[src/core/pressure_defs.svh]
// constants for the pressure readout and display controller
`ifndef PRESSURE_DEFS_SVH
`define PRESSURE_DEFS_SVH

// ----------------------------------------------------------------------------
// clock and timing
// ----------------------------------------------------------------------------
`define PRD_CLK_HZ        125_000_000
`define PRD_CAL_TIME_MS   5000
`define PRD_FRAME_TIME_MS 30
`define PRD_CAL_CYCLES    ((`PRD_CLK_HZ / 1000) * `PRD_CAL_TIME_MS)
`define PRD_FRAME_CYCLES  ((`PRD_CLK_HZ / 1000) * `PRD_FRAME_TIME_MS)

// ----------------------------------------------------------------------------
// converter and accumulation
// ----------------------------------------------------------------------------
`define PRD_ADC_CHANNEL   3'd5
`define PRD_SUM_COUNT     7'd100
`define PRD_SUM_LAST      7'd99

// ----------------------------------------------------------------------------
// span scaling: tenths = ((sum - offset) * span) >> shift
// ----------------------------------------------------------------------------
`define PRD_SPAN_NOM      9'd439
`define PRD_SPAN_RAISE    9'd446
`define PRD_SPAN_LOWER    9'd432
`define PRD_SPAN_SHIFT    16
`define PRD_MAX_TENTHS    8'd150
`define PRD_HUNDRED       8'd100
`define PRD_TEN           8'd10

// ----------------------------------------------------------------------------
// segment codes, gfedcba order
// ----------------------------------------------------------------------------
`define PRD_SEG_BLANK     7'h00
`define PRD_SEG_C         7'h39
`define PRD_SEG_A         7'h77
`define PRD_SEG_L         7'h38

`endif

[src/core/pressure_pkg.sv]
// types shared by the pressure readout and display controller
package pressure_pkg;

  // conversion request toward the converter
  typedef struct packed {
    logic       start;
    logic [2:0] channel;
  } conv_req_s;

  // conversion answer from the converter
  typedef struct packed {
    logic       done;
    logic [7:0] data;
  } conv_rsp_s;

  // static display drive: 4 digits of {dp, gfedcba} plus backplane
  typedef struct packed {
    logic        bp;
    logic [31:0] seg;
  } lcd_drive_s;

  typedef enum logic [3:0] {
    ST_WARMUP  = 4'b0001,
    ST_ZERO    = 4'b0010,
    ST_MEASURE = 4'b0100,
    ST_UPDATE  = 4'b1000
  } ctrl_state_e;

endpackage

[src/core/pressure_readout_display_ctrl.sv]
// pressure readout controller: offset capture, span scaling and static lcd drive
// Summary of operation
// - sensor read on converter channel five
// - converter results are unsigned 0 to 255
// - zero offset captured at every power-up
// - pressure shown 0 to 15 psi, tenths
// - data and backplane invert together near 30 Hz
// - show CAL about 5 s, then pressure
// - jumpers trim span up or down 1.5%
// - four digits, three used plus decimal point
// - all timing derived from the one clock
// - each sample sums one hundred conversions
// - 30 ms timer event triggers each alternation
`timescale 1ns/1ps
`include "pressure_defs.svh"

module pressure_readout_display_ctrl
  import pressure_pkg::*;
#(
  parameter int unsigned CAL_CYCLES   = `PRD_CAL_CYCLES,
  parameter int unsigned FRAME_CYCLES = `PRD_FRAME_CYCLES
) (
  input  wire logic core_clk,
  input  wire logic arst_n,
  input  wire logic span_raise_jumper,
  input  wire logic span_lower_jumper,
  output conv_req_s conv_req,
  input  conv_rsp_s conv_rsp,
  output lcd_drive_s lcd
);

  // --------------------------------------------------------------------------
  // jumper synchronisers
  // --------------------------------------------------------------------------
  logic [1:0] jmp_s1_q;
  logic [1:0] jmp_s2_q;
  logic [1:0] jmp_s3_q;
  logic [1:0] jmp_q;

  // the first stage feeds only the second; a change is taken once stages 2 and 3 agree
  always_ff @(posedge core_clk or negedge arst_n) begin
    if (!arst_n) begin
      jmp_s1_q <= 2'b00;
      jmp_s2_q <= 2'b00;
      jmp_s3_q <= 2'b00;
      jmp_q    <= 2'b00;
    end else begin
      jmp_s1_q <= {span_lower_jumper, span_raise_jumper};
      jmp_s2_q <= jmp_s1_q;
      jmp_s3_q <= jmp_s2_q;
      for (int i = 0; i < 2; i++) begin
        if (jmp_s2_q[i] == jmp_s3_q[i]) begin
          jmp_q[i] <= jmp_s3_q[i];
        end
      end
    end
  end

  // both or neither installed keeps the nominal span
  wire logic [8:0] span = (jmp_q == 2'b01) ? `PRD_SPAN_RAISE :
                          (jmp_q == 2'b10) ? `PRD_SPAN_LOWER :
                                             `PRD_SPAN_NOM;

  // --------------------------------------------------------------------------
  // timers, both counted on core_clk
  // --------------------------------------------------------------------------
  logic [31:0] frame_cnt_q;
  logic [31:0] cal_cnt_q;
  wire logic   frame_tick = (frame_cnt_q == FRAME_CYCLES - 1);
  wire logic   cal_done   = (cal_cnt_q == CAL_CYCLES - 1);

  // free running frame timer; warm-up timer runs only in the warm-up state
  ctrl_state_e state_q;
  always_ff @(posedge core_clk or negedge arst_n) begin
    if (!arst_n) begin
      frame_cnt_q <= 32'h0000_0000;
      cal_cnt_q   <= 32'h0000_0000;
    end else begin
      frame_cnt_q <= frame_tick ? 32'h0000_0000 : frame_cnt_q + 32'h0000_0001;
      if (state_q == ST_WARMUP) begin
        cal_cnt_q <= cal_cnt_q + 32'h0000_0001;
      end
    end
  end

  // --------------------------------------------------------------------------
  // conversion accumulation
  // --------------------------------------------------------------------------
  logic        busy_q;
  logic [6:0]  conv_cnt_q;
  logic [14:0] sum_q;
  logic [14:0] offset_q;
  logic [7:0]  tenths_q;

  // one conversion in flight at a time keeps the channel handshake trivial
  wire logic acq_active = (state_q == ST_ZERO) || (state_q == ST_MEASURE);
  wire logic sum_last   = conv_rsp.done && busy_q && (conv_cnt_q == `PRD_SUM_LAST);
  assign conv_req.start   = acq_active && !busy_q;
  assign conv_req.channel = `PRD_ADC_CHANNEL;

  // the 8-bit result is unsigned, so zero-extend into the sum
  wire logic [14:0] sum_d = sum_q + {7'h00, conv_rsp.data};

  // --------------------------------------------------------------------------
  // pressure arithmetic
  // --------------------------------------------------------------------------
  wire logic [14:0] diff    = (sum_q > offset_q) ? (sum_q - offset_q) : 15'h0000;
  wire logic [23:0] product = {9'h000, diff} * {15'h0000, span};
  wire logic [7:0]  scaled  = product[`PRD_SPAN_SHIFT +: 8];
  // a full 100-read sum times the largest span stays below 2**24, so the top byte holds the whole result
  wire logic        over    = (scaled > `PRD_MAX_TENTHS);
  wire logic [7:0]  tenths_d = over ? `PRD_MAX_TENTHS : scaled;

  // --------------------------------------------------------------------------
  // control state machine
  // --------------------------------------------------------------------------
  // reset is held by the external undervoltage detector until supply is good
  always_ff @(posedge core_clk or negedge arst_n) begin
    if (!arst_n) begin
      state_q    <= ST_WARMUP;
      busy_q     <= 1'b0;
      conv_cnt_q <= 7'h00;
      sum_q      <= 15'h0000;
      offset_q   <= 15'h0000;
      tenths_q   <= 8'h00;
    end else begin
      if (conv_req.start) begin
        busy_q <= 1'b1;
      end else if (conv_rsp.done) begin
        busy_q <= 1'b0;
      end
      if (acq_active && busy_q && conv_rsp.done) begin
        sum_q      <= sum_d;
        conv_cnt_q <= sum_last ? 7'h00 : conv_cnt_q + 7'h01;
      end
      case (state_q)
        ST_WARMUP: begin
          if (cal_done) begin
            state_q <= ST_ZERO;
          end
        end
        ST_ZERO: begin
          if (sum_last) begin
            offset_q <= sum_d;
            sum_q    <= 15'h0000;
            state_q  <= ST_MEASURE;
          end
        end
        ST_MEASURE: begin
          if (sum_last) begin
            state_q <= ST_UPDATE;
          end
        end
        ST_UPDATE: begin
          tenths_q <= tenths_d;
          sum_q    <= 15'h0000;
          state_q  <= ST_MEASURE;
        end
        default: begin
          state_q <= ST_WARMUP;
        end
      endcase
    end
  end

  // --------------------------------------------------------------------------
  // decimal conversion and segment patterns
  // --------------------------------------------------------------------------
  function automatic logic [6:0] seg7(input logic [3:0] d);
    case (d)
      4'h0: seg7 = 7'h3f;
      4'h1: seg7 = 7'h06;
      4'h2: seg7 = 7'h5b;
      4'h3: seg7 = 7'h4f;
      4'h4: seg7 = 7'h66;
      4'h5: seg7 = 7'h6d;
      4'h6: seg7 = 7'h7d;
      4'h7: seg7 = 7'h07;
      4'h8: seg7 = 7'h7f;
      4'h9: seg7 = 7'h6f;
      default: seg7 = `PRD_SEG_BLANK;
    endcase
  endfunction

  wire logic       has_hund = (tenths_q >= `PRD_HUNDRED);
  wire logic [7:0] rem      = has_hund ? (tenths_q - `PRD_HUNDRED) : tenths_q;
  wire logic [7:0] tens     = rem / `PRD_TEN;
  wire logic [7:0] units    = rem % `PRD_TEN;

  // leftmost digit stays blank; a leading zero in the tens place is kept as 0.x
  wire logic [31:0] psi_pat = {8'h00,
                               1'b0, has_hund ? seg7(4'h1) : `PRD_SEG_BLANK,
                               1'b1, seg7(tens[3:0]),
                               1'b0, seg7(units[3:0])};
  wire logic [31:0] cal_pat = {8'h00, 1'b0, `PRD_SEG_C, 1'b0, `PRD_SEG_A, 1'b0, `PRD_SEG_L};
  wire logic        show_cal = (state_q == ST_WARMUP) || (state_q == ST_ZERO);
  wire logic [31:0] pattern  = show_cal ? cal_pat : psi_pat;

  // --------------------------------------------------------------------------
  // static lcd drive
  // --------------------------------------------------------------------------
  // a lit segment is driven opposite to the backplane; both flip together so no dc remains
  logic bp_q;
  always_ff @(posedge core_clk or negedge arst_n) begin
    if (!arst_n) begin
      bp_q    <= 1'b0;
      lcd.bp  <= 1'b0;
      lcd.seg <= 32'h0000_0000;
    end else begin
      if (frame_tick) begin
        bp_q <= ~bp_q;
      end
      lcd.bp  <= bp_q;
      lcd.seg <= pattern ^ {32{bp_q}};
    end
  end

  // --------------------------------------------------------------------------
  // assertions
  // --------------------------------------------------------------------------
  channel_fixed_a: assert property (@(posedge core_clk) disable iff (!arst_n)
    conv_req.channel == 3'd5) else $error("converter channel is not five");

  sum_count_a: assert property (@(posedge core_clk) disable iff (!arst_n)
    sum_last |=> (conv_cnt_q == 7'h00) && $past(conv_cnt_q) == 7'd99) else $error("sample not 100 reads");

  offset_hold_a: assert property (@(posedge core_clk) disable iff (!arst_n)
    (state_q != ST_WARMUP && state_q != ST_ZERO) |=> $stable(offset_q)) else $error("offset changed");

  range_max_a: assert property (@(posedge core_clk) disable iff (!arst_n)
    tenths_q <= 8'd150) else $error("pressure above 15.0 psi");

  lcd_invert_a: assert property (@(posedge core_clk) disable iff (!arst_n)
    frame_tick |-> ##2 (lcd.bp != $past(lcd.bp)) && (lcd.seg[31:24] == {8{lcd.bp}}))
    else $error("backplane did not invert with data");

  cal_message_a: assert property (@(posedge core_clk) disable iff (!arst_n)
    (state_q == ST_WARMUP) [*2] |->
    (lcd.seg ^ {32{lcd.bp}}) == {8'h00, 1'b0, `PRD_SEG_C, 1'b0, `PRD_SEG_A, 1'b0, `PRD_SEG_L})
    else $error("cal message missing during warm-up");

  span_select_a: assert property (@(posedge core_clk) disable iff (!arst_n)
    (jmp_q == 2'b01 |-> span == 9'd446) and (jmp_q == 2'b10 |-> span == 9'd432)
    and (jmp_q[0] == jmp_q[1] |-> span == 9'd439)) else $error("wrong span constant");

  blank_digit_a: assert property (@(posedge core_clk) disable iff (!arst_n)
    ##1 lcd.seg[31:24] == {8{lcd.bp}}) else $error("leftmost digit not blank");

  frame_period_a: assert property (@(posedge core_clk) disable iff (!arst_n)
    $changed(bp_q) |-> $past(frame_cnt_q) == FRAME_CYCLES - 1) else $error("alternation off timer event");

  clamp_zero_a: assert property (@(posedge core_clk) disable iff (!arst_n)
    (state_q == ST_UPDATE && sum_q <= offset_q) |=> tenths_q == 8'h00) else $error("negative reading not floored");

endmodule

[config.mk]
export PLATFORM = sky130hd
export DESIGN_NAME = pressure_readout_display_ctrl
export DESIGN_NICKNAME = d
export VERILOG_FILES = /design/src/core/pressure_pkg.sv /design/src/core/pressure_readout_display_ctrl.sv
export VERILOG_INCLUDE_DIRS = /design/src /design/src/core
export SDC_FILE = /design/constraint.sdc
export NUM_CORES = 1
export LEC_CHECK = 0
export ABC_AREA = 0
export CORE_MARGIN = 3
export CORE_UTILIZATION = 67
export CTS_BUF_LIST = sky130_fd_sc_hd__clkbuf_4
export CTS_CLUSTER_DIAMETER = 50
export DETAILED_ROUTE_END_ITERATION = 12
export DONT_BUFFER_PORTS = 1
export PLACE_DENSITY = 0.83
export SYNTH_ARGS = -nofsm -noshare
export SYNTH_HDL_FRONTEND = slang
export SYNTH_SLANG_ARGS = --single-unit
[constraint.sdc]
create_clock -name core_clk -period 10.6 [get_ports core_clk]
set_clock_uncertainty 0.2 [all_clocks]
set_input_delay 1.06 -clock core_clk [delete_from_list [all_inputs] [get_ports core_clk]]
set_output_delay 1.06 -clock core_clk [all_outputs]
set_load 0.05 [all_outputs]
==> results of run 1 <==
worst max-delay path by stage:
| stage | startpoint | endpoint | slack (ns) | depth (start not counted) |
|---|---|---|---|---|
| after floorplan | sum_q[0]$_DFF_PN0_ | tenths_q[1]$_DFFE_PN0P_ | 3.12 | 31 |
| after global placement | sum_q[11]$_DFF_PN0_ | tenths_q[4]$_DFFE_PN0P_ | 2.28 | 27 |
| after detailed placement | sum_q[11]$_DFF_PN0_ | tenths_q[1]$_DFFE_PN0P_ | 1.99 | 27 |
| after global routing | sum_q[11]$_DFF_PN0_ | tenths_q[4]$_DFFE_PN0P_ | 1.14 | 28 |
| final | sum_q[4]$_DFF_PN0_ | tenths_q[2]$_DFFE_PN0P_ | 1.80 | 28 |
| after CTS | sum_q[4]$_DFF_PN0_ | tenths_q[2]$_DFFE_PN0P_ | 1.93 | 27 |
final cells by class:
type	instances	area, sq um	area share (%)
Inverter	151	571.8	4.586
Clock inverter	15	150.1	1.204
Sequential cell	141	3535	28.35
Tap cell	225	281.5	2.258
Timing Repair Buffer	6	85.08	0.6823
Multi-Input combinational cell	962	7716	61.88
Clock buffer	17	127.6	1.023
Antenna cell	1	2.502	0.02007
kinds of logic after synthesis:
| kind of cell | synth area share (%) |
|---|---|
| compound gates | 12.75 |
| xor+xnor | 8.883 |
| fa+ha+maj | 22.90 |
| buf+inv | 7.251 |
| flops | 29.14 |
| mux | 0.9296 |
| other cells | 0.06199 |
| simple gates | 18.10 |
worst max-delay path: cells and delay by family (launching register included):
kind                       cells  cell delay [ns]
buffers and inverters          5             0.65
and+or+nand+nor                8             2.29
AOI/OAI and AO/OA              9             2.51
adders and majority gates      6             2.53
DFF                            1             0.44
state kept, by name, summed over array words and instances, names as in the netlist:
| register | cells |
|---|---|
| cal_cnt_q | 32 |
| frame_cnt_q | 32 |
| lcd | 18 |
| offset_q | 15 |
| sum_q | 15 |
| tenths_q | 8 |
| conv_cnt_q | 7 |
| state_q | 4 |
| jmp_q | 2 |
| jmp_s1_q | 2 |
| jmp_s2_q | 2 |
| jmp_s3_q | 2 |
| bp_q | 1 |
| busy_q | 1 |
cells in the final DEF, fill, tap and decap left out, types with 32 or more instances in the layout:
cell     count
nor2_1      79
nand4_1     32
o21ai_0     46
xnor2_1     69
nand2_1    125
ha_1        96
dfrtp_1    138
and3_1      35
a21oi_1     44
inv_1      149
xor2_1      52
fa_1        77
nand3_1     34
stage by stage:
step | cell area, sq um | setup WS, ns | util [%]
after detailed placement | 12160 | 1.993 | 69.59
after floorplan | 12120 | 3.124 | -
final | 12470 | 1.801 | 71.35
after CTS | 12470 | 1.929 | 71.33
after global placement | 12160 | 2.277 | 69.59
after global routing | 12470 | 1.136 | 71.35
layer usage:
| layer | GRT usage (%) | vias up | wire (um) | share of wire [%] |
|---|---|---|---|---|
| li1 | - | 4399 | - | - |
| met1 | 36.87 | 4464 | 11270 | 45 |
| met2 | 42.67 | 254 | 11850 | 47 |
| met3 | 4.848 | 53 | 1305 | 5.2 |
| met4 | 9.281 | 0 | 672 | 2.7 |
| met5 | 0 | - | 0 | 0 |
==> results.toml, run 1 <==
[synth]
synth_common_cells = "149 x inv_1, 140 x dfrtp_1, 125 x nand2_1, 96 x ha_1, 79 x nor2_1"
yosysSeqAreaShare_pct = 29.14
avgSynthCellArea_sq_um = 9.276
synth.area.top_cells = "dfrtp_1 29%, fa_1 13%, ha_1 9.9%, xnor2_1 5.0%, inv_1 4.6%"
synth_ff_type = "dfrtp_1"
synth-seq-cells = 141
syn_inst = 1306
synth_cell_types = 89
synth_edf_count = 0
synth_top_cell_by_area = "dfrtp_1"
yosys_warnings = 0
yosysTopAreaCellShare_pct = 28.92
synth_most_common_cell = "inv_1"
synthArstFlopShare_pct = 100.0
netlist_area_sq_mm = 0.01211

[routing]
vias_per_cell = 6.041
ant_nets = 0
wire_per_inst_um = 16.53
drt-initial-drc-count = 581
dr.pass1.iters = 7
drc = 0
num_vias = 9170
routed_wl_mm = 25.09

[place]
port_buffers = 0
dp_hpwl_mm = 19.28
dp.cells = 1484
gp_routability_congestion = 0.9667

[global_route]
grtUsageTotal_pct = 26.68
overflow = 0
grt_pass1_vias = 9161
grt_max_degree = 141
grt_pass1_wl_mm = 43.41
antenna_found_initial = 1

[critical_path]
cp_slowest_stage_delay_ns = 0.59
cp_max_fo = 26
r2r_start = "sum_q[4]$_DFF_PN0_"
r2r_setup_slack_ns = 1.80
crit_slowest_cell = "nor2_1"
critPathMostFrequentCell = "inv_1"
start_kind = "flip-flop"
end_kind = "flip-flop"
rr_worst_depth = 28
timing.rr.end = "tenths_q[2]$_DFFE_PN0P_"
worstPathRequired_ns = 10.82
critical_path_class = "flip-flop to flip-flop"
arrival_ns = 9.02

[clocking]
post_cts_buffers = 0
clkSinkCount = 141
ctsRootBufferMaster = "clkbuf_4"
htreeDepth = 4
cts.clk_slew.worst_paths_ns = 0.15
cts_buffers = 17
clk_latency_ns = 0.59
cts_hold_buf = 1
cts_resized = 0
cts_buffer_depth = 2
cts_tree = "built"

[sta]
finalCritPeriodShare_pct = 83.01
whs_ns = 0.09751
worstMarginPinSlew_ns = 1.103
timing.final.hold_violations = 0
tns_ns = 0
fmax_mhz = 113.6
drv_slew = 0
relSlewSlack_pct = 26.50
fin_crit_ns = 8.799
rsz0062_at_grt = "no"
setup_violations = 0

[floorplanning]
start_util_pct = 69.32
io-pin-count = 50
coreArea_sq_mm = 0.01748
die-height_um = 140.5
fp.dieArea_sq_mm = 0.01973
row_count = 48
dieWidth_um = 140.5

[layout]
drive_gt1_share_pct = 5.418
final_nets = 1465
area_delta_synth_final_pct = 2.934
fillers = 1301
finalNonFillerCells = 1518

[outcome]
status = "completed"

[run]
drv_cap = 0

[worst_hold_path]
min_path_type = "input pin to async pin"
Power of run 1 is not shown: default switching activity piles up to over one toggle a cycle in this logic, so the estimate is an artifact.
==> run 2: changes to the inputs <==
==> constraint.sdc (replaced) <==
create_clock -name core_clk -period 8.3 [get_ports core_clk]
set_clock_uncertainty 0.2 [all_clocks]
set_input_delay 0.83 -clock core_clk [delete_from_list [all_inputs] [get_ports core_clk]]
set_output_delay 0.83 -clock core_clk [all_outputs]
set_load 0.05 [all_outputs]
==> run 2 against run 1 <==
Net effect:
- worst hold slack got worse by 0.19 ns
- highest routed layer unchanged
- critical path type unchanged
- count of clock-buffer cells in the layout did not move
- setup slack got worse by 1.3 ns
- via count fell by 1.9%
- first-iteration DRC count rose by 1.0%
- the run now ends with hold timing left
- largest cell class unchanged
==> results.toml, run 2 (synthesized netlist as in run 1, its figures left out) <==
[outcome]
status = "finished with violations"
violations = "hold timing"

[clocking]
htreeDepth = 4
clk_latency_ns = 0.59
cts.clk_slew.worst_paths_ns = 0.16
cts_buffers = 17
cts_tree = "built"
clkSinkCount = 141
cts_buffer_depth = 2
ctsRootBufferMaster = "clkbuf_4"

[floorplanning]
row_count = 48
dieWidth_um = 140.5
start_util_pct = 69.32
io-pin-count = 50
coreArea_sq_mm = 0.01748
fp.dieArea_sq_mm = 0.01973
die-height_um = 140.5

[sta]
rsz0062_at_grt = "no"
whs_ns = -0.08885
finalCritPeriodShare_pct = 94.37
fin_crit_ns = 7.833
relSlewSlack_pct = 22.45
tns_ns = 0
drv_slew = 0
setup_violations = 0
worstMarginPinSlew_ns = 1.163
timing.final.hold_violations = 23
timing.final.ws_setup_ns = 0.4674
fmax_mhz = 127.7

[place]
dp.cells = 1485
port_buffers = 0
dp_hpwl_mm = 18.59
gp_routability_congestion = 0.9420
pre_cts_ws_ns = 0.1224

[critical_path]
timing.rr.end = "tenths_q[4]$_DFFE_PN0P_"
crit_slowest_cell = "fa_1"
rr_worst_depth = 30
cp_slowest_stage_delay_ns = 0.52
r2r_setup_slack_ns = 0.47
critical_path_class = "flip-flop to flip-flop"
arrival_ns = 8.08
r2r_start = "sum_q[0]$_DFF_PN0_"
worstPathRequired_ns = 8.54
cp_max_fo = 6
start_kind = "flip-flop"
end_kind = "flip-flop"

[worst_hold_path]
min_path_type = "input pin to async pin"

[layout]
fillers = 1287
final_cell_mix = "149 x inv_1, 138 x dfrtp_1, 124 x nand2_1"
diodes = 0
finalNonFillerCells = 1521
reg_top3 = "cal_cnt_q x32, frame_cnt_q x32, lcd x18"
seq_area_sq_mm = 0.003535
area_delta_synth_final_pct = 3.615
final_nets = 1469
drive_gt1_share_pct = 6.250
final_common_cell = "inv_1"
multi_input_area_sq_mm = 0.007766
post-route-util_pct = 71.82

[global_route]
grtUsageTotal_pct = 26.01
use_met2_pct = 42.54
grt_use_met3_pct = 4.165
overflow = 0
grt_pass1_vias = 8942
busiest_layer = "met2"
antenna_found_initial = 0
grtUsageMet1_pct = 36.72
grt_max_degree = 142
grt_pass1_wl_mm = 42.64

[routing]
wire_per_inst_um = 15.93
vias_per_cell = 5.914
dr.pass1.iters = 5
drc = 0
ant_nets = 0
num_vias = 8995
drt-initial-drc-count = 587
routed_wl_mm = 24.23

[run]
drv_cap = 0
-- run 2: cell types whose count changed in the layout (fill, tap and decap cells not counted), sizes merged --
cell	change
dlygate4sd3	+2
clkinv	+3
inv	-2
clkinvlp	-1
diode	-1
buf	+2
-- run 2: per-layer routing --
metal  vias up  share of wire, %  wire length (um)
met1      4343                46             11170
met4         0               1.7               402
met3        39               3.9               939
met5         -                 0                 0
li1       4392                 -                 -
met2       221                48             11720
-- run 2: worst max path at each step --
stage	from	end	slack [ns]	cells past startpoint
final	sum_q[0]$_DFF_PN0_	tenths_q[4]$_DFFE_PN0P_	0.47	30
after detailed placement	sum_q[0]$_DFF_PN0_	tenths_q[1]$_DFFE_PN0P_	0.12	31
after floorplan	sum_q[0]$_DFF_PN0_	tenths_q[1]$_DFFE_PN0P_	0.82	31
after global placement	sum_q[0]$_DFF_PN0_	tenths_q[1]$_DFFE_PN0P_	0.37	31
after global routing	sum_q[0]$_DFF_PN0_	tenths_q[3]$_DFFE_PN0P_	0.02	31
after CTS	sum_q[0]$_DFF_PN0_	tenths_q[1]$_DFFE_PN0P_	0.1	31
-- run 2: final cells by class --
cell class	count	share of cell area [%]
Inverter	151	4.555
Multi-Input combinational cell	962	61.87
Clock inverter	15	1.196
Clock buffer	17	1.017
Sequential cell	141	28.16
Timing Repair Buffer	10	0.9569
Tap cell	225	2.243
-- run 2: what timing repair did --
action                                  4_1_cts  5_1_grt
resized for setup                             0       10
buffers inserted                              0        1
hold endpoints to repair                    141        2
endpoints found under the setup margin        0        6
hold buffers                                  1        2
-- run 2: critical path, delay by kind of cell, from the launching register on --
| family | cells | cell delay, ns |
|---|---|---|
| and+or+nand+nor | 6 | 1.27 |
| xor gates and xnor gates | 1 | 0.18 |
| AOI/OAI and AO/OA | 11 | 2.41 |
| buffers and inverters | 4 | 0.23 |
| DFF | 1 | 0.43 |
| adders and majority gates | 7 | 2.85 |
| muxes | 1 | 0.15 |
-- run 2: stage by stage --
| stage | hold slack (ns) | cell area (sq um) |
|---|---|---|
| after floorplan | 0.1312 | 12120 |
| after CTS | 0.001684 | 12470 |
| final | -0.08885 | 12550 |
| after global routing | 0.01773 | 12550 |
| after detailed placement | 0.1379 | 12170 |
| after global placement | 0.1322 | 12170 |
Power of run 2 is left out for the same reason.
==> run 3: changes to the inputs <==
--- a/config.mk
+++ b/config.mk
@@ -8,12 +8,11 @@
 export LEC_CHECK = 0
 export ABC_AREA = 0
 export CORE_MARGIN = 3
-export CORE_UTILIZATION = 67
+export CORE_UTILIZATION = 30
 export CTS_BUF_LIST = sky130_fd_sc_hd__clkbuf_4
 export CTS_CLUSTER_DIAMETER = 50
 export DETAILED_ROUTE_END_ITERATION = 12
 export DONT_BUFFER_PORTS = 1
-export PLACE_DENSITY = 0.83
 export SYNTH_ARGS = -nofsm -noshare
 export SYNTH_HDL_FRONTEND = slang
 export SYNTH_SLANG_ARGS = --single-unit
==> run 3 against run 2 <==
Net effect:
- the run now ends clean
- flip-flop and latch count unchanged
- critical path depth up 1
- wire length up 1.1%
- die area up 120%
- fmax down 0.47%
- global-route usage down 14 points
- first-iteration DRC count down 18%
- sequential share of layout area down 0.83 points
- worst hold slack better by 0.21 ns
- utilization down 39 points
- final cell count up 20%
- register-to-register slack worse by 0.04 ns
==> results.toml, run 3 (synthesized netlist as in run 1, its figures left out) <==
[run]
drv_cap = 0

[layout]
area_delta_synth_final_pct = 6.755
fillers = 4086
seq_area_sq_mm = 0.003535
multi_input_area_sq_mm = 0.007770
final_nets = 1473
final_common_cell = "inv_1"
final_cell_mix = "149 x inv_1, 138 x dfrtp_1, 125 x nand2_1"
drive_gt1_share_pct = 6.615
post-route-util_pct = 32.93
reg_top3 = "cal_cnt_q x32, frame_cnt_q x32, lcd x18"

[sta]
finalCritPeriodShare_pct = 94.82
fin_crit_ns = 7.870
relSlewSlack_pct = 24.50
worstMarginPinSlew_ns = 1.132
setup_violations = 0
drv_slew = 0
timing.final.hold_violations = 0
fmax_mhz = 127.1

[place]
port_buffers = 0
dp_hpwl_mm = 19.18
gp_routability_congestion = 0.8523

[critical_path]
start_kind = "flip-flop"
r2r_setup_slack_ns = 0.43
end_kind = "flip-flop"
cp_slowest_stage_delay_ns = 0.52
crit_slowest_cell = "fa_1"
cp_max_fo = 6
worstPathRequired_ns = 8.57
arrival_ns = 8.14
critical_path_class = "flip-flop to flip-flop"

[routing]
dr.pass1.iters = 5
drc = 0
ant_nets = 0
num_vias = 8886
routed_wl_mm = 24.49
wire_per_inst_um = 13.47
vias_per_cell = 4.885
drt-initial-drc-count = 480

[global_route]
grt_pass1_vias = 8772
antenna_found_initial = 1
grt_max_degree = 142
overflow = 0
grtUsageTotal_pct = 12.07
grt_pass1_wl_mm = 42.61

[outcome]
status = "completed"

[floorplanning]
io-pin-count = 50
die-height_um = 207.0
row_count = 72
start_util_pct = 30.84
dieWidth_um = 207.0
fp.dieArea_sq_mm = 0.04283
coreArea_sq_mm = 0.03928

[clocking]
cts_buffer_depth = 2
ctsRootBufferMaster = "clkbuf_4"
clk_latency_ns = 0.61
clkSinkCount = 141
htreeDepth = 4
cts_tree = "built"
cts_buffers = 17
cts.clk_slew.worst_paths_ns = 0.13

[worst_hold_path]
min_path_type = "input pin to flip-flop"
[run 3: worst max-delay path: cells and delay by family, from the launching register on]
kind	cells	cell delay, ns
flops	1	0.42
simple gates	5	0.89
xor+xnor	1	0.29
compound gates	12	2.57
fa+ha+maj	7	2.82
mux	1	0.14
buf+inv	5	0.41
[run 3: final cells by class]
cell class                      count  share of cell area (%)
Multi-Input combinational cell    962                   60.08
Timing Repair Buffer               14                   1.180
Tap cell                          518                   5.012
Clock inverter                     13                  0.8514
Inverter                          151                   4.421
Sequential cell                   141                   27.33
Antenna cell                        1                 0.01935
Clock buffer                       19                   1.103
[run 3: worst paths after layout]
| kind | start | to | depth (start not counted) |
|---|---|---|---|
| min | conv_rsp[8] | busy_q$_DFFE_PN0P_ | 1 |
| max reg2reg | sum_q[0]$_DFF_PN0_ | tenths_q[1]$_DFFE_PN0P_ | 31 |
| min reg2reg | jmp_s1_q[0]$_DFF_PN0_ | jmp_s2_q[0]$_DFF_PN0_ | 0 |
| max in group asynchronous | arst_n | lcd[30]$_DFF_PN0_ | 2 |
| max | sum_q[0]$_DFF_PN0_ | tenths_q[1]$_DFFE_PN0P_ | 31 |
| min in group asynchronous | arst_n | offset_q[14]$_DFFE_PN0P_ | 2 |
[run 3: timing repair]
action                                  CTS  global route
buffers inserted                          0             1
gates resized for setup                   0            11
hold buffers                              4             0
endpoints found under the setup margin    0             6
hold endpoints to repair                143             0
[run 3: per-layer routing]
metal | global-route usage (%) | up-vias | share of wire [%]
li1 | - | 4394 | -
met1 | 16.42 | 4327 | 47
met2 | 19.45 | 134 | 47
met3 | 2.337 | 31 | 3.4
met4 | 3.877 | 0 | 2.0
met5 | 0 | - | 0
[run 3: through the flow]
step                area (sq um)  std cells  hold slack, ns   TNS [ns]  setup WS [ns]
global route               12930       1819         0.05001  -0.009283      -0.009283
finish                     12930       1819          0.1182          0         0.4301
global placement           12560       1781          0.1321          0         0.3443
floorplan                  12120       1307          0.1312          0         0.8245
detailed placement         12560       1781          0.1358          0         0.1698
CTS                        12870       1817         0.03072          0         0.1830
Power of run 3 is left out for the same reason.
